**config.mk**
```make
export PLATFORM = sky130hd
export DESIGN_NAME = can_rx_interrupt_enable
export DESIGN_NICKNAME = d
export VERILOG_FILES = /design/src/include/can_rx_irq_pkg.sv /design/src/include/reg_access_if.sv /design/src/hw/state_change_filter.sv /design/src/hw/ahb_reg_front.sv /design/src/hw/can_rx_interrupt_enable.sv
export SDC_FILE = /design/constraint.sdc
export NUM_CORES = 1
export LEC_CHECK = 0
export BUFFER_PORTS_ARGS = -buffer_cell sky130_fd_sc_hd__clkbuf_2
export CORE_ASPECT_RATIO = 0.8
export CORE_MARGIN = 2
export CORE_UTILIZATION = 30
export CTS_BUF_LIST = sky130_fd_sc_hd__clkbuf_16
export DETAILED_ROUTE_END_ITERATION = 12
export GPL_ROUTABILITY_DRIVEN = 0
export HOLD_SLACK_MARGIN = 0.02
export PLACE_DENSITY_LB_ADDON = 0.08
export SLEW_MARGIN = 10
export SYNTH_ARGS = -nofsm -noshare
export SYNTH_HDL_FRONTEND = slang
export SYNTH_SLANG_ARGS = --single-unit
```
**constraint.sdc**
```tcl
create_clock -name hclk -period 3.93 [get_ports hclk]
set_input_delay 0.393 -clock hclk [delete_from_list [all_inputs] [get_ports hclk]]
set_output_delay 0.393 -clock hclk [all_outputs]
set_load 0.01 [all_outputs]
```
**src/include/can_rx_irq_pkg.sv**
```systemverilog
// Purpose: shared constants and types for the receive interrupt enable block
// Assumes: 32-bit AHB-Lite register bus, word aligned registers
// Notes: bit positions are shared by the flag and enable registers
package can_rx_irq_pkg;

    // ------------------------------------------------------------------
    // register map (byte addresses)
    // ------------------------------------------------------------------
    localparam logic [7:0] FLAGS_OFFSET = 8'h00;
    localparam logic [7:0] ENABLES_OFFSET = 8'h04;
    localparam int ADDR_W = 8;

    // ------------------------------------------------------------------
    // field positions, common to flags and enables
    // ------------------------------------------------------------------
    localparam int WAKE_BIT = 7;
    localparam int STATE_CHANGE_BIT = 6;
    localparam int RX_STATE_LSB = 4;
    localparam int TX_STATE_LSB = 2;
    localparam int OVERRUN_BIT = 1;
    localparam int RX_FULL_BIT = 0;

    // ------------------------------------------------------------------
    // reset values
    // ------------------------------------------------------------------
    localparam logic [7:0] ENABLES_RESET = 8'h00;
    localparam logic [7:0] FLAGS_RESET = 8'h00;
    // bits of the enable register that initialization mode holds at reset
    localparam logic [7:0] INIT_HELD_MASK = 8'hC3;
    // flag bits that a written one clears
    localparam logic [7:0] FLAG_W1C_MASK = 8'hC3;

    // ------------------------------------------------------------------
    // error counter thresholds
    // ------------------------------------------------------------------
    localparam int WARN_LIMIT = 96;
    localparam int ERR_LIMIT = 127;
    localparam int BUS_OFF_LIMIT = 255;

    // ------------------------------------------------------------------
    // encoded bus state and sensitivity codes
    // ------------------------------------------------------------------
    typedef logic [1:0] err_state_t;
    localparam err_state_t STATE_OK = 2'h0;
    localparam err_state_t STATE_WARNING = 2'h1;
    localparam err_state_t STATE_ERROR = 2'h2;
    localparam err_state_t STATE_BUS_OFF = 2'h3;

    localparam logic [1:0] SENS_NONE = 2'h0;
    localparam logic [1:0] SENS_BUS_OFF = 2'h1;
    localparam logic [1:0] SENS_ERROR = 2'h2;
    localparam logic [1:0] SENS_ALL = 2'h3;

    // ------------------------------------------------------------------
    // bus encodings
    // ------------------------------------------------------------------
    localparam logic [1:0] HTRANS_NONSEQ = 2'h2;
    localparam logic [2:0] HSIZE_WORD = 3'h2;

endpackage

```
**src/include/reg_access_if.sv**
```systemverilog
// Purpose: carries decoded register accesses from the bus front end
// Assumes: one clock, strobes are one-cycle pulses
// Notes: rdata is sampled by the front end during a read's wait cycle
`timescale 1ns/10ps
interface reg_access_if;
    import can_rx_irq_pkg::*;
    logic wr_en;
    logic [ADDR_W-1:0] wr_addr;
    logic [7:0] wdata;
    logic [ADDR_W-1:0] rd_addr;
    logic [7:0] rdata;

    modport front (output wr_en, output wr_addr, output wdata, output rd_addr, input rdata);
    modport regs (input wr_en, input wr_addr, input wdata, input rd_addr, output rdata);
endinterface

```
**src/hw/state_change_filter.sv**
```systemverilog
// Purpose: decides whether a bus state transition passes a sensitivity level
// Assumes: states use the ok/warning/error/bus-off encoding
// Notes: combinational, one instance per direction
`timescale 1ns/10ps
module state_change_filter
    import can_rx_irq_pkg::*;
(
    input wire logic [1:0] sensitivity,
    input wire err_state_t old_state,
    input wire err_state_t new_state,
    output logic hit
);
    wire changed = (old_state != new_state);
    wire bus_off_cross = (old_state == STATE_BUS_OFF) != (new_state == STATE_BUS_OFF);
    // upper bit set means error or bus-off
    wire error_cross = (old_state[1] != new_state[1]) | bus_off_cross;

    always_comb begin
        unique case (sensitivity)
            SENS_NONE: hit = 1'b0;
            SENS_BUS_OFF: hit = bus_off_cross;
            SENS_ERROR: hit = error_cross;
            SENS_ALL: hit = changed;
        endcase
    end
endmodule

```
**src/hw/ahb_reg_front.sv**
```systemverilog
// Purpose: AHB-Lite slave front end for byte-wide registers
// Assumes: single word transfers, one slave on the bus
// Notes: writes complete with no wait; reads insert one wait cycle
`timescale 1ns/10ps
module ahb_reg_front
    import can_rx_irq_pkg::*;
(
    input wire logic hclk,
    input wire logic hresetn,
    input wire logic hsel,
    input wire logic [31:0] haddr,
    input wire logic [1:0] htrans,
    input wire logic hwrite,
    input wire logic [2:0] hsize,
    input wire logic [31:0] hwdata,
    input wire logic hready,
    output logic [31:0] hrdata,
    output logic hreadyout,
    output logic hresp,
    reg_access_if.front acc
);
    logic wr_phase_r;
    logic rd_phase_r;
    logic rd_done_r;
    logic [ADDR_W-1:0] addr_r;
    logic [31:0] hrdata_r;

    wire take = hsel & hready & (htrans == HTRANS_NONSEQ);
    // only whole-word writes are taken; reads of any size are still served
    wire word_ok = (hsize == HSIZE_WORD);
    wire rd_wait = rd_phase_r & ~rd_done_r;

    // ------------------------------------------------------------------
    // address phase capture
    // ------------------------------------------------------------------
    always_ff @(posedge hclk or negedge hresetn) begin
        if (!hresetn) begin
            wr_phase_r <= 1'b0;
            rd_phase_r <= 1'b0;
            addr_r <= '0;
        end else if (hreadyout) begin
            wr_phase_r <= take & hwrite & word_ok;
            rd_phase_r <= take & ~hwrite;
            addr_r <= haddr[ADDR_W-1:0];
        end
    end

    // reading one cycle late sees a write committed just before
    always_ff @(posedge hclk or negedge hresetn) begin
        if (!hresetn) begin
            rd_done_r <= 1'b0;
            hrdata_r <= '0;
        end else begin
            rd_done_r <= rd_wait;
            if (rd_wait) begin
                hrdata_r <= {24'h000000, acc.rdata};
            end
        end
    end

    assign acc.wr_en = wr_phase_r;
    assign acc.wr_addr = addr_r;
    assign acc.wdata = hwdata[7:0];
    assign acc.rd_addr = addr_r;
    assign hrdata = hrdata_r;
    assign hreadyout = ~rd_wait;
    assign hresp = 1'b0;
endmodule

```
**src/hw/can_rx_interrupt_enable.sv**
```systemverilog
// Purpose: receive side interrupt enables, flags and request gating
// Assumes: counters, events and init handshake come from logic on hclk
// Notes: flag register lives here too; its masks are the enable bits
`timescale 1ns/10ps
module can_rx_interrupt_enable
    import can_rx_irq_pkg::*;
#(
    parameter int REC_W = 8,
    parameter int TEC_W = 9
) (
    input wire logic hclk,
    input wire logic hresetn,
    input wire logic hsel,
    input wire logic [31:0] haddr,
    input wire logic [1:0] htrans,
    input wire logic hwrite,
    input wire logic [2:0] hsize,
    input wire logic [31:0] hwdata,
    input wire logic hready,
    output logic [31:0] hrdata,
    output logic hreadyout,
    output logic hresp,
    input wire logic init_request,
    input wire logic init_acknowledge,
    input wire logic [REC_W-1:0] rx_err_count,
    input wire logic [TEC_W-1:0] tx_err_count,
    input wire logic sleep_mode,
    input wire logic sleep_wake_en,
    input wire logic bus_activity,
    input wire logic overrun_event,
    input wire logic rx_queue_pending,
    output logic rx_shift,
    output logic wake_irq,
    output logic error_irq,
    output logic rx_irq,
    output logic irq
);
    // ------------------------------------------------------------------
    // bus front end
    // ------------------------------------------------------------------
    reg_access_if acc ();

    ahb_reg_front u_front (
        .hclk(hclk),
        .hresetn(hresetn),
        .hsel(hsel),
        .haddr(haddr),
        .htrans(htrans),
        .hwrite(hwrite),
        .hsize(hsize),
        .hwdata(hwdata),
        .hready(hready),
        .hrdata(hrdata),
        .hreadyout(hreadyout),
        .hresp(hresp),
        .acc(acc)
    );

    // ------------------------------------------------------------------
    // state
    // ------------------------------------------------------------------
    logic [7:0] enables_r;
    logic [7:0] enables_nxt;
    logic wake_flag_r;
    logic state_change_flag_r;
    logic overrun_flag_r;
    logic rx_full_flag_r;
    err_state_t rx_error_state_r;
    err_state_t tx_error_state_r;

    // ------------------------------------------------------------------
    // mode and access decode
    // ------------------------------------------------------------------
    wire init_mode = init_request & init_acknowledge;
    wire init_idle = ~init_request & ~init_acknowledge;
    wire enables_sel = (acc.wr_addr == ENABLES_OFFSET);
    wire flags_sel = (acc.wr_addr == FLAGS_OFFSET);
    // an enable write during the handshake in either direction is dropped
    wire enables_wr = acc.wr_en & enables_sel & init_idle;
    wire flags_wr = acc.wr_en & flags_sel;
    wire [7:0] clear_bits = flags_wr ? (acc.wdata & FLAG_W1C_MASK) : 8'h00;

    wire wake_irq_en = enables_r[WAKE_BIT];
    wire state_change_irq_en = enables_r[STATE_CHANGE_BIT];
    wire [1:0] rx_state_sensitivity = enables_r[RX_STATE_LSB +: 2];
    wire [1:0] tx_state_sensitivity = enables_r[TX_STATE_LSB +: 2];
    wire overrun_irq_en = enables_r[OVERRUN_BIT];
    wire rx_full_irq_en = enables_r[RX_FULL_BIT];

    // ------------------------------------------------------------------
    // enable register
    // ------------------------------------------------------------------
    always_comb begin
        enables_nxt = enables_r;
        if (init_mode) begin
            // enable bits go to reset, sensitivity fields stay put
            enables_nxt = (enables_r & ~INIT_HELD_MASK) | (ENABLES_RESET & INIT_HELD_MASK);
        end else if (enables_wr) begin
            enables_nxt = acc.wdata;
        end
    end

    always_ff @(posedge hclk or negedge hresetn) begin
        if (!hresetn) begin
            enables_r <= ENABLES_RESET;
        end else begin
            enables_r <= enables_nxt;
        end
    end

    // ------------------------------------------------------------------
    // bus state from error counters
    // ------------------------------------------------------------------
    wire tx_bus_off = tx_err_count > TEC_W'(BUS_OFF_LIMIT);
    wire rx_over_err = rx_err_count > REC_W'(ERR_LIMIT);
    wire rx_over_warn = rx_err_count > REC_W'(WARN_LIMIT);
    wire tx_over_err = tx_err_count > TEC_W'(ERR_LIMIT);
    wire tx_over_warn = tx_err_count > TEC_W'(WARN_LIMIT);

    // bus-off overrides the receiver's own count
    wire err_state_t rx_state_now = tx_bus_off ? STATE_BUS_OFF :
        rx_over_err ? STATE_ERROR :
        rx_over_warn ? STATE_WARNING : STATE_OK;
    wire err_state_t tx_state_now = tx_bus_off ? STATE_BUS_OFF :
        tx_over_err ? STATE_ERROR :
        tx_over_warn ? STATE_WARNING : STATE_OK;

    // ------------------------------------------------------------------
    // transition classification
    // ------------------------------------------------------------------
    logic rx_hit;
    logic tx_hit;

    state_change_filter u_rx_filter (
        .sensitivity(rx_state_sensitivity),
        .old_state(rx_error_state_r),
        .new_state(rx_state_now),
        .hit(rx_hit)
    );

    state_change_filter u_tx_filter (
        .sensitivity(tx_state_sensitivity),
        .old_state(tx_error_state_r),
        .new_state(tx_state_now),
        .hit(tx_hit)
    );

    // a pending flag freezes the state fields
    wire state_update = ~state_change_flag_r;
    wire state_change_set = state_update & (rx_hit | tx_hit);

    // ------------------------------------------------------------------
    // events
    // ------------------------------------------------------------------
    wire wake_set = sleep_mode & sleep_wake_en & bus_activity;
    // next queue entry may only move in while the foreground is free
    assign rx_shift = rx_queue_pending & ~rx_full_flag_r;

    // ------------------------------------------------------------------
    // flags: a set in the clearing cycle wins
    // ------------------------------------------------------------------
    always_ff @(posedge hclk or negedge hresetn) begin
        if (!hresetn) begin
            wake_flag_r <= FLAGS_RESET[WAKE_BIT];
            state_change_flag_r <= FLAGS_RESET[STATE_CHANGE_BIT];
            overrun_flag_r <= FLAGS_RESET[OVERRUN_BIT];
            rx_full_flag_r <= FLAGS_RESET[RX_FULL_BIT];
        end else begin
            wake_flag_r <= wake_set | (wake_flag_r & ~clear_bits[WAKE_BIT]);
            state_change_flag_r <= state_change_set |
                (state_change_flag_r & ~clear_bits[STATE_CHANGE_BIT]);
            overrun_flag_r <= overrun_event | (overrun_flag_r & ~clear_bits[OVERRUN_BIT]);
            rx_full_flag_r <= rx_shift | (rx_full_flag_r & ~clear_bits[RX_FULL_BIT]);
        end
    end

    // ------------------------------------------------------------------
    // state fields, untouched by initialization mode
    // ------------------------------------------------------------------
    always_ff @(posedge hclk or negedge hresetn) begin
        if (!hresetn) begin
            rx_error_state_r <= STATE_OK;
            tx_error_state_r <= STATE_OK;
        end else if (state_update) begin
            rx_error_state_r <= rx_state_now;
            tx_error_state_r <= tx_state_now;
        end
    end

    // ------------------------------------------------------------------
    // interrupt requests
    // ------------------------------------------------------------------
    assign wake_irq = wake_flag_r & wake_irq_en;
    assign error_irq = (state_change_flag_r & state_change_irq_en) |
        (overrun_flag_r & overrun_irq_en);
    assign rx_irq = rx_full_flag_r & rx_full_irq_en;
    assign irq = wake_irq | error_irq | rx_irq;

    // ------------------------------------------------------------------
    // read back
    // ------------------------------------------------------------------
    wire [7:0] flags_view = {wake_flag_r, state_change_flag_r, rx_error_state_r,
        tx_error_state_r, overrun_flag_r, rx_full_flag_r};
    wire rd_flags = (acc.rd_addr == FLAGS_OFFSET);
    wire rd_enables = (acc.rd_addr == ENABLES_OFFSET);
    // unmapped addresses read as zero
    assign acc.rdata = rd_flags ? flags_view : (rd_enables ? enables_r : 8'h00);
endmodule

```
# After elaboration in Yosys (flattened, before gate mapping)
# Cells that the tools add are included.
[op_classes]
bitwise = 45
add_sub_neg = 0
n_div = 0
eq_ne = 19
mul = 0
n_mux = 13
magnitude_cmp = 5
reduce_logical = 5
shift = 0
[op_table]
columns = ["operator", "count"]
rows = [
  ["8-bit two-way mux", 5],
  ["1-bit AND", 23],
  ["2-bit equality test, second input constant", 9],
  ["9-bit by 7-bit greater-than comparator with 1-bit output, second input constant", 2],
  ["8-bit by 7-bit greater-than comparator with 1-bit output, second input constant", 2],
  ["1-bit NOT", 12],
  ["1-bit bitwise OR", 10],
  ["9-bit by 8-bit greater-than comparator with 1-bit output, second input constant", 1],
  ["8-bit by 3-bit equality test with 1-bit output, second input constant", 1],
  ["8-bit zero test", 1],
  ["2-bit two-way mux", 4],
  ["1-bit case mux with 4 select lines", 2],
  ["2-bit by 1-bit equality test with 1-bit output, second input constant", 2],
  ["2-bit zero test", 2],
  ["1-bit != test", 4],
  ["2-bit != test", 2],
  ["3-bit by 2-bit equality test with 1-bit output, second input constant", 1],
  ["1-bit two-way mux", 2],
  ["2-bit AND reduction", 1],
  ["2-bit nonzero test", 1],
]
[totals]
n_memories = 0
word_cells = 100
latchBits = 0
register_bits = 35
mem_bits_rw = 0
in_bits = 98
mem_bits_ro = 0
output_inout_bits = 39

# Depth between registers and ports, before layout
[depth]
word_depth = 11
ltp_mapped = 6

# Cells and area by module
# From an unflattened synthesis, not the netlist that was laid out.
[unflattened]
cells_unflattened = 191
hier_area_um2 = 2090.8
[modules_own_cells]
columns = ["mod", "seq_area_each_um2", "cells_per_inst", "area_each_um2", "n_inst"]
rows = [
  ["ahb_reg_front", 475.5, 85, 1079.8, 1],
  ["can_rx_interrupt_enable", 400.4, 92, 918.4, 1],
  ["state_change_filter", 0.0, 7, 46.3, 2],
]

# Least setup slack after synthesis
# OpenSTA, ideal clock, no wires.
[synth_timing]
kind = "reg-to-reg"
from = "reg u_front.addr_r[6] (netlist: u_front.acc.rd_addr[6])"
to = "reg enables_r[3]"
arrival_ns = 1.699
setup_ns = 0.125
slack_ns = 2.105
path_stages_with_launch = 6
required_ns = 3.805
path_cell_list = "dfrtp_1 -> or4_4 -> nor4_4 -> nand4_2 -> buf_6 -> mux2_4"
[synth_between]
elab_chain_cells = 4
[synth_rtl]
columns = ["item", "line_no", "source"]
rows = [
  ["start: declaration", "ahb_reg_front.sv:25", "logic [ADDR_W-1:0] addr_r;"],
  ["start signal: assignment", "ahb_reg_front.sv:44", "addr_r <= haddr[ADDR_W-1:0];"],
  ["8-bit by 3-bit equality test with 1-bit output", "can_rx_interrupt_enable.sv:76", "wire enables_sel = (acc.wr_addr == ENABLES_OFFSET);"],
  ["1-bit AND (2 in a row)", "can_rx_interrupt_enable.sv:79", "wire enables_wr = acc.wr_en & enables_sel & init_idle;"],
  ["2-bit AND reduction (no line)", "--", ""],
  ["end signal: assignment", "can_rx_interrupt_enable.sv:107", "enables_r <= enables_nxt;"],
  ["end: declaration", "can_rx_interrupt_enable.sv:62", "logic [7:0] enables_r;"],
]
# No other way between the ends.
# A chain may end at the register's enable or synchronous reset.

# Worst setup path after layout
[layout_timing]
from = "reg u_front.addr_r[6] (netlist: u_front.acc.rd_addr[6])"
to = "reg wake_flag_r"
[layout_between]
elab_chain_cells = 6
[layout_rtl]
columns = ["item", "line_no", "source"]
rows = [
  ["8-bit zero test", "can_rx_interrupt_enable.sv:77", "wire flags_sel = (acc.wr_addr == FLAGS_OFFSET);"],
  ["1-bit AND", "can_rx_interrupt_enable.sv:80", "wire flags_wr = acc.wr_en & flags_sel;"],
  ["8-bit two-way mux", "can_rx_interrupt_enable.sv:81", "wire [7:0] clear_bits = flags_wr ? (acc.wdata & FLAG_W1C_MASK) : 8'h00;"],
  ["1-bit NOT", "can_rx_interrupt_enable.sv:169", "wake_flag_r <= wake_set | (wake_flag_r & ~clear_bits[WAKE_BIT]);"],
  ["1-bit AND", "can_rx_interrupt_enable.sv:169", ""],
  ["1-bit bitwise OR", "can_rx_interrupt_enable.sv:169", ""],
  ["end signal: assignment", "can_rx_interrupt_enable.sv:164", "wake_flag_r <= FLAGS_RESET[WAKE_BIT];"],
  ["end signal: assignment", "can_rx_interrupt_enable.sv:169", ""],
  ["end: declaration", "can_rx_interrupt_enable.sv:64", "logic wake_flag_r;"],
]
# No other way between the ends.

==> flow_summary.toml <==
[routing]
via_per_inst = 4.42
postRouteAntennaNets = 0
drt_iter0_drc = 59
drc = 0
wl_per_cell_um = 11.9
drt_pass1_iterations = 4
vias = 1530
wirelength_um = 4120

[clock_network]
cts_buffer_depth = 2
cts_buffers = 5
clk_pin_slew_worst_paths_ns = 0.05
cts_resized = 0
cts_tree = "yes"
htree_levels = 2
clk_latency_ns = 0.27
ctsHoldBuffers = 0
cts_root_buf = "clkbuf_16"
cts_sinks = 35
cts_setup_buffers = 0

[setup_path]
cp-start-kind = "flop"
critPathMaxStageDelay_ns = 0.55
timing.rr.end = "wake_flag_r$_DFF_PN0_"
critPathRequiredTime_ns = 4.09
cp.depth = 5
arrival_ns = 2.21
r2r.worst_path.cells = 5
cpLargestDelayFamily = "simple AND/OR/NAND/NOR gates"
slowest_stage = "or4_4"
path_class = "reg2reg"
critical_path.cell_chain = "or4_4, nor4_4, and2b_1, nand3_1, a32o_1"
critPathMaxFanout = 11
reg2reg_setup_slack_ns = 1.88
cp-end-kind = "flop"
critPathBufInv = 0
regToRegStartpoint = "u_front.acc.rd_addr[6]$_DFFE_PN0N_"

[cells_and_area]
drive_gt1_share_pct = 29.8
diodes = 0
num-nets-final = 364
instances_no_fill = 346
areaGrowthSynthToFinish_pct = 21.6
fin_util_pct = 38.3

[job]
drv_cap = 0

[sta]
period_share_pct = 52.2
finalCriticalPeriod_ns = 2.05
final-setup-viol-count = 0
grt_setup_unrepaired = "no"
hold_viol_final = 0
fmax_mhz = 488
slew_headroom_pct = 40.9
fin_setup_tns_ns = 0
maxSlewViolCount = 0
skew_ns = 0.00508
tightest_slew_ns = 0.886
holdWs_ns = 0.234

[floorplan]
die_area_mm2 = 0.00697
row_count = 25
start_util_pct = 31.5
core_mm2 = 0.00601
ioPinCount = 137
die_h_um = 75.1
die_w_um = 92.8

[logic_synthesis]
syn_area_mm2 = 0.00189
ys_async_sr_fraction_pct = 100
synth_ff_type = "dfrtp_1"
synth_top_area_share_pct = 46.3
synth-seq-cells = 35
ys_seq_area_share_pct = 46.3
synth_area_per_cell_um2 = 9.28
synth.area.top_cells = "dfrtp_1 46%, buf_4 9.9%, nand2_1 6.5%"
synth_warnings = 0
netlist_instances = 204
synth-edff-count = 0
yosysTopAreaCell = "dfrtp_1"
synth.distinct_cells = 44

[outcome]
status = "finished clean"

[global_route]
grt_max_degree = 36
grt_pass1_wl_um = 6530
grt-ovfl-total = 0
antenna_found_initial = 0
first_global_vias = 1349
grtUsageTotal_pct = 12.4

[worst_hold_path]
hp-class = "in2async"

[power]
powerDensity_mw_per_mm2 = 498
ir_drop_v = 0.000255
p_leak_nw = 1.18

[place]
hpwl_um = 3100
port_buffers = 63
place_inst = 340
[cells by family after synthesis]
| group | share of synthesized area, % |
|---|---|
| and+or+nand+nor | 22.2 |
| buffers and inverters | 14.1 |
| DFF | 46.3 |
| AOI/OAI and AO/OA | 13.0 |
| muxes | 2.78 |
| xor gates and xnor gates | 1.39 |
| other | 0.198 |
[per-layer routing]
layer	GRT usage [%]	wire (µm)	share of wire, %	vias to the layer above
li1	-	-	-	777
met1	15.9	1800	44	703
met2	19.6	1990	48	44
met3	4.10	264	6.4	6
met4	5.39	67	1.6	0
met5	0	0	0	-
[power by group]
part | leakage (nW) | switching [W] | total [W] | internal, W
logic | 0.687 | 0.000162 | 0.000282 | 0.000120
clock network | 0.0669 | 0.000128 | 0.000352 | 0.000224
registers | 0.425 | 0.0000613 | 0.000512 | 0.000451
[worst register-to-register path: stages, from the launching register on]
cell and delay (ns):
dfrtp_1 0.37, or4_4 0.55, nor4_4 0.22, and2b_1 0.44, nand3_1 0.14, a32o_1 0.23
[sequential cells by signal, indices dropped and copies added (netlist names)]
| name | count |
|---|---|
| wake_flag_r | 1 |
| u_front.hrdata | 8 |
| rx_error_state_r | 2 |
| u_front.rd_phase_r | 1 |
| rx_full_flag_r | 1 |
| u_front.rd_done_r | 1 |
| state_change_flag_r | 1 |
| u_front.acc.wr_en | 1 |
| enables_r | 8 |
| tx_error_state_r | 2 |
| u_front.acc.rd_addr | 8 |
| overrun_flag_r | 1 |
[layout by cell type, fill, tap and decap left out, drive strengths merged, types with 2 or more instances in the layout]
cell     count
and3b        2
nand2       33
clkbuf      68
nand3        6
mux2         4
o2bb2ai      2
inv          9
nor2        23
and2         3
conb        25
nor4         3
o31ai        2
nor3         6
xnor2        3
a21oi        2
a221oi       9
dfrtp       35
o21ai        9
[worst max-delay path by stage]
stage,slack (ns),start,to
3_3_place_gp,1.83,u_front.acc.rd_addr[6]$_DFFE_PN0N_,wake_flag_r$_DFF_PN0_
6_report,1.88,u_front.acc.rd_addr[6]$_DFFE_PN0N_,wake_flag_r$_DFF_PN0_
4_1_cts,1.85,u_front.acc.rd_addr[6]$_DFFE_PN0N_,enables_r[3]$_DFFE_PN0P_
5_1_grt,1.78,u_front.acc.rd_addr[6]$_DFFE_PN0N_,wake_flag_r$_DFF_PN0_
2_1_floorplan,2.11,u_front.acc.rd_addr[6]$_DFFE_PN0N_,enables_r[3]$_DFFE_PN0P_
3_5_place_dp,1.86,u_front.acc.rd_addr[6]$_DFFE_PN0N_,enables_r[3]$_DFFE_PN0P_
[synth_stat cells, types with 2 or more instances]
cell,count
dfrtp_1,35
nand2_1,33
buf_4,25
nor2_1,23
a221oi_1,9
o21ai_0,9
inv_1,8
nand3_1,6
nor3_1,6
clkbuf_1,5
xnor2_1,3
a21oi_1,2
and2_1,2
and3b_1,2
buf_6,2
mux2_2,2
mux2_4,2
nor4_1,2
o2bb2ai_1,2
o31ai_1,2
[through the flow]
step	cell area (µm²)	total power, W	setup slack [ns]
2_1_floorplan	1980	0.000708	2.11
3_3_place_gp	2170	0.000805	1.83
3_5_place_dp	2170	0.000809	1.86
4_1_cts	2300	0.00117	1.85
5_1_grt	2300	0.00123	1.78
6_report	2300	0.00115	1.88
[layout make-up]
type,count,area [µm²]
clock buffers,5,125
clock inverters,1,3.75
fillers,650,3700
inverters,9,33.8
multi-input cells,151,840
flip-flops and latches,35,876
well taps,81,101
repair buffers,64,323
Power figures use the tool's default switching activity.
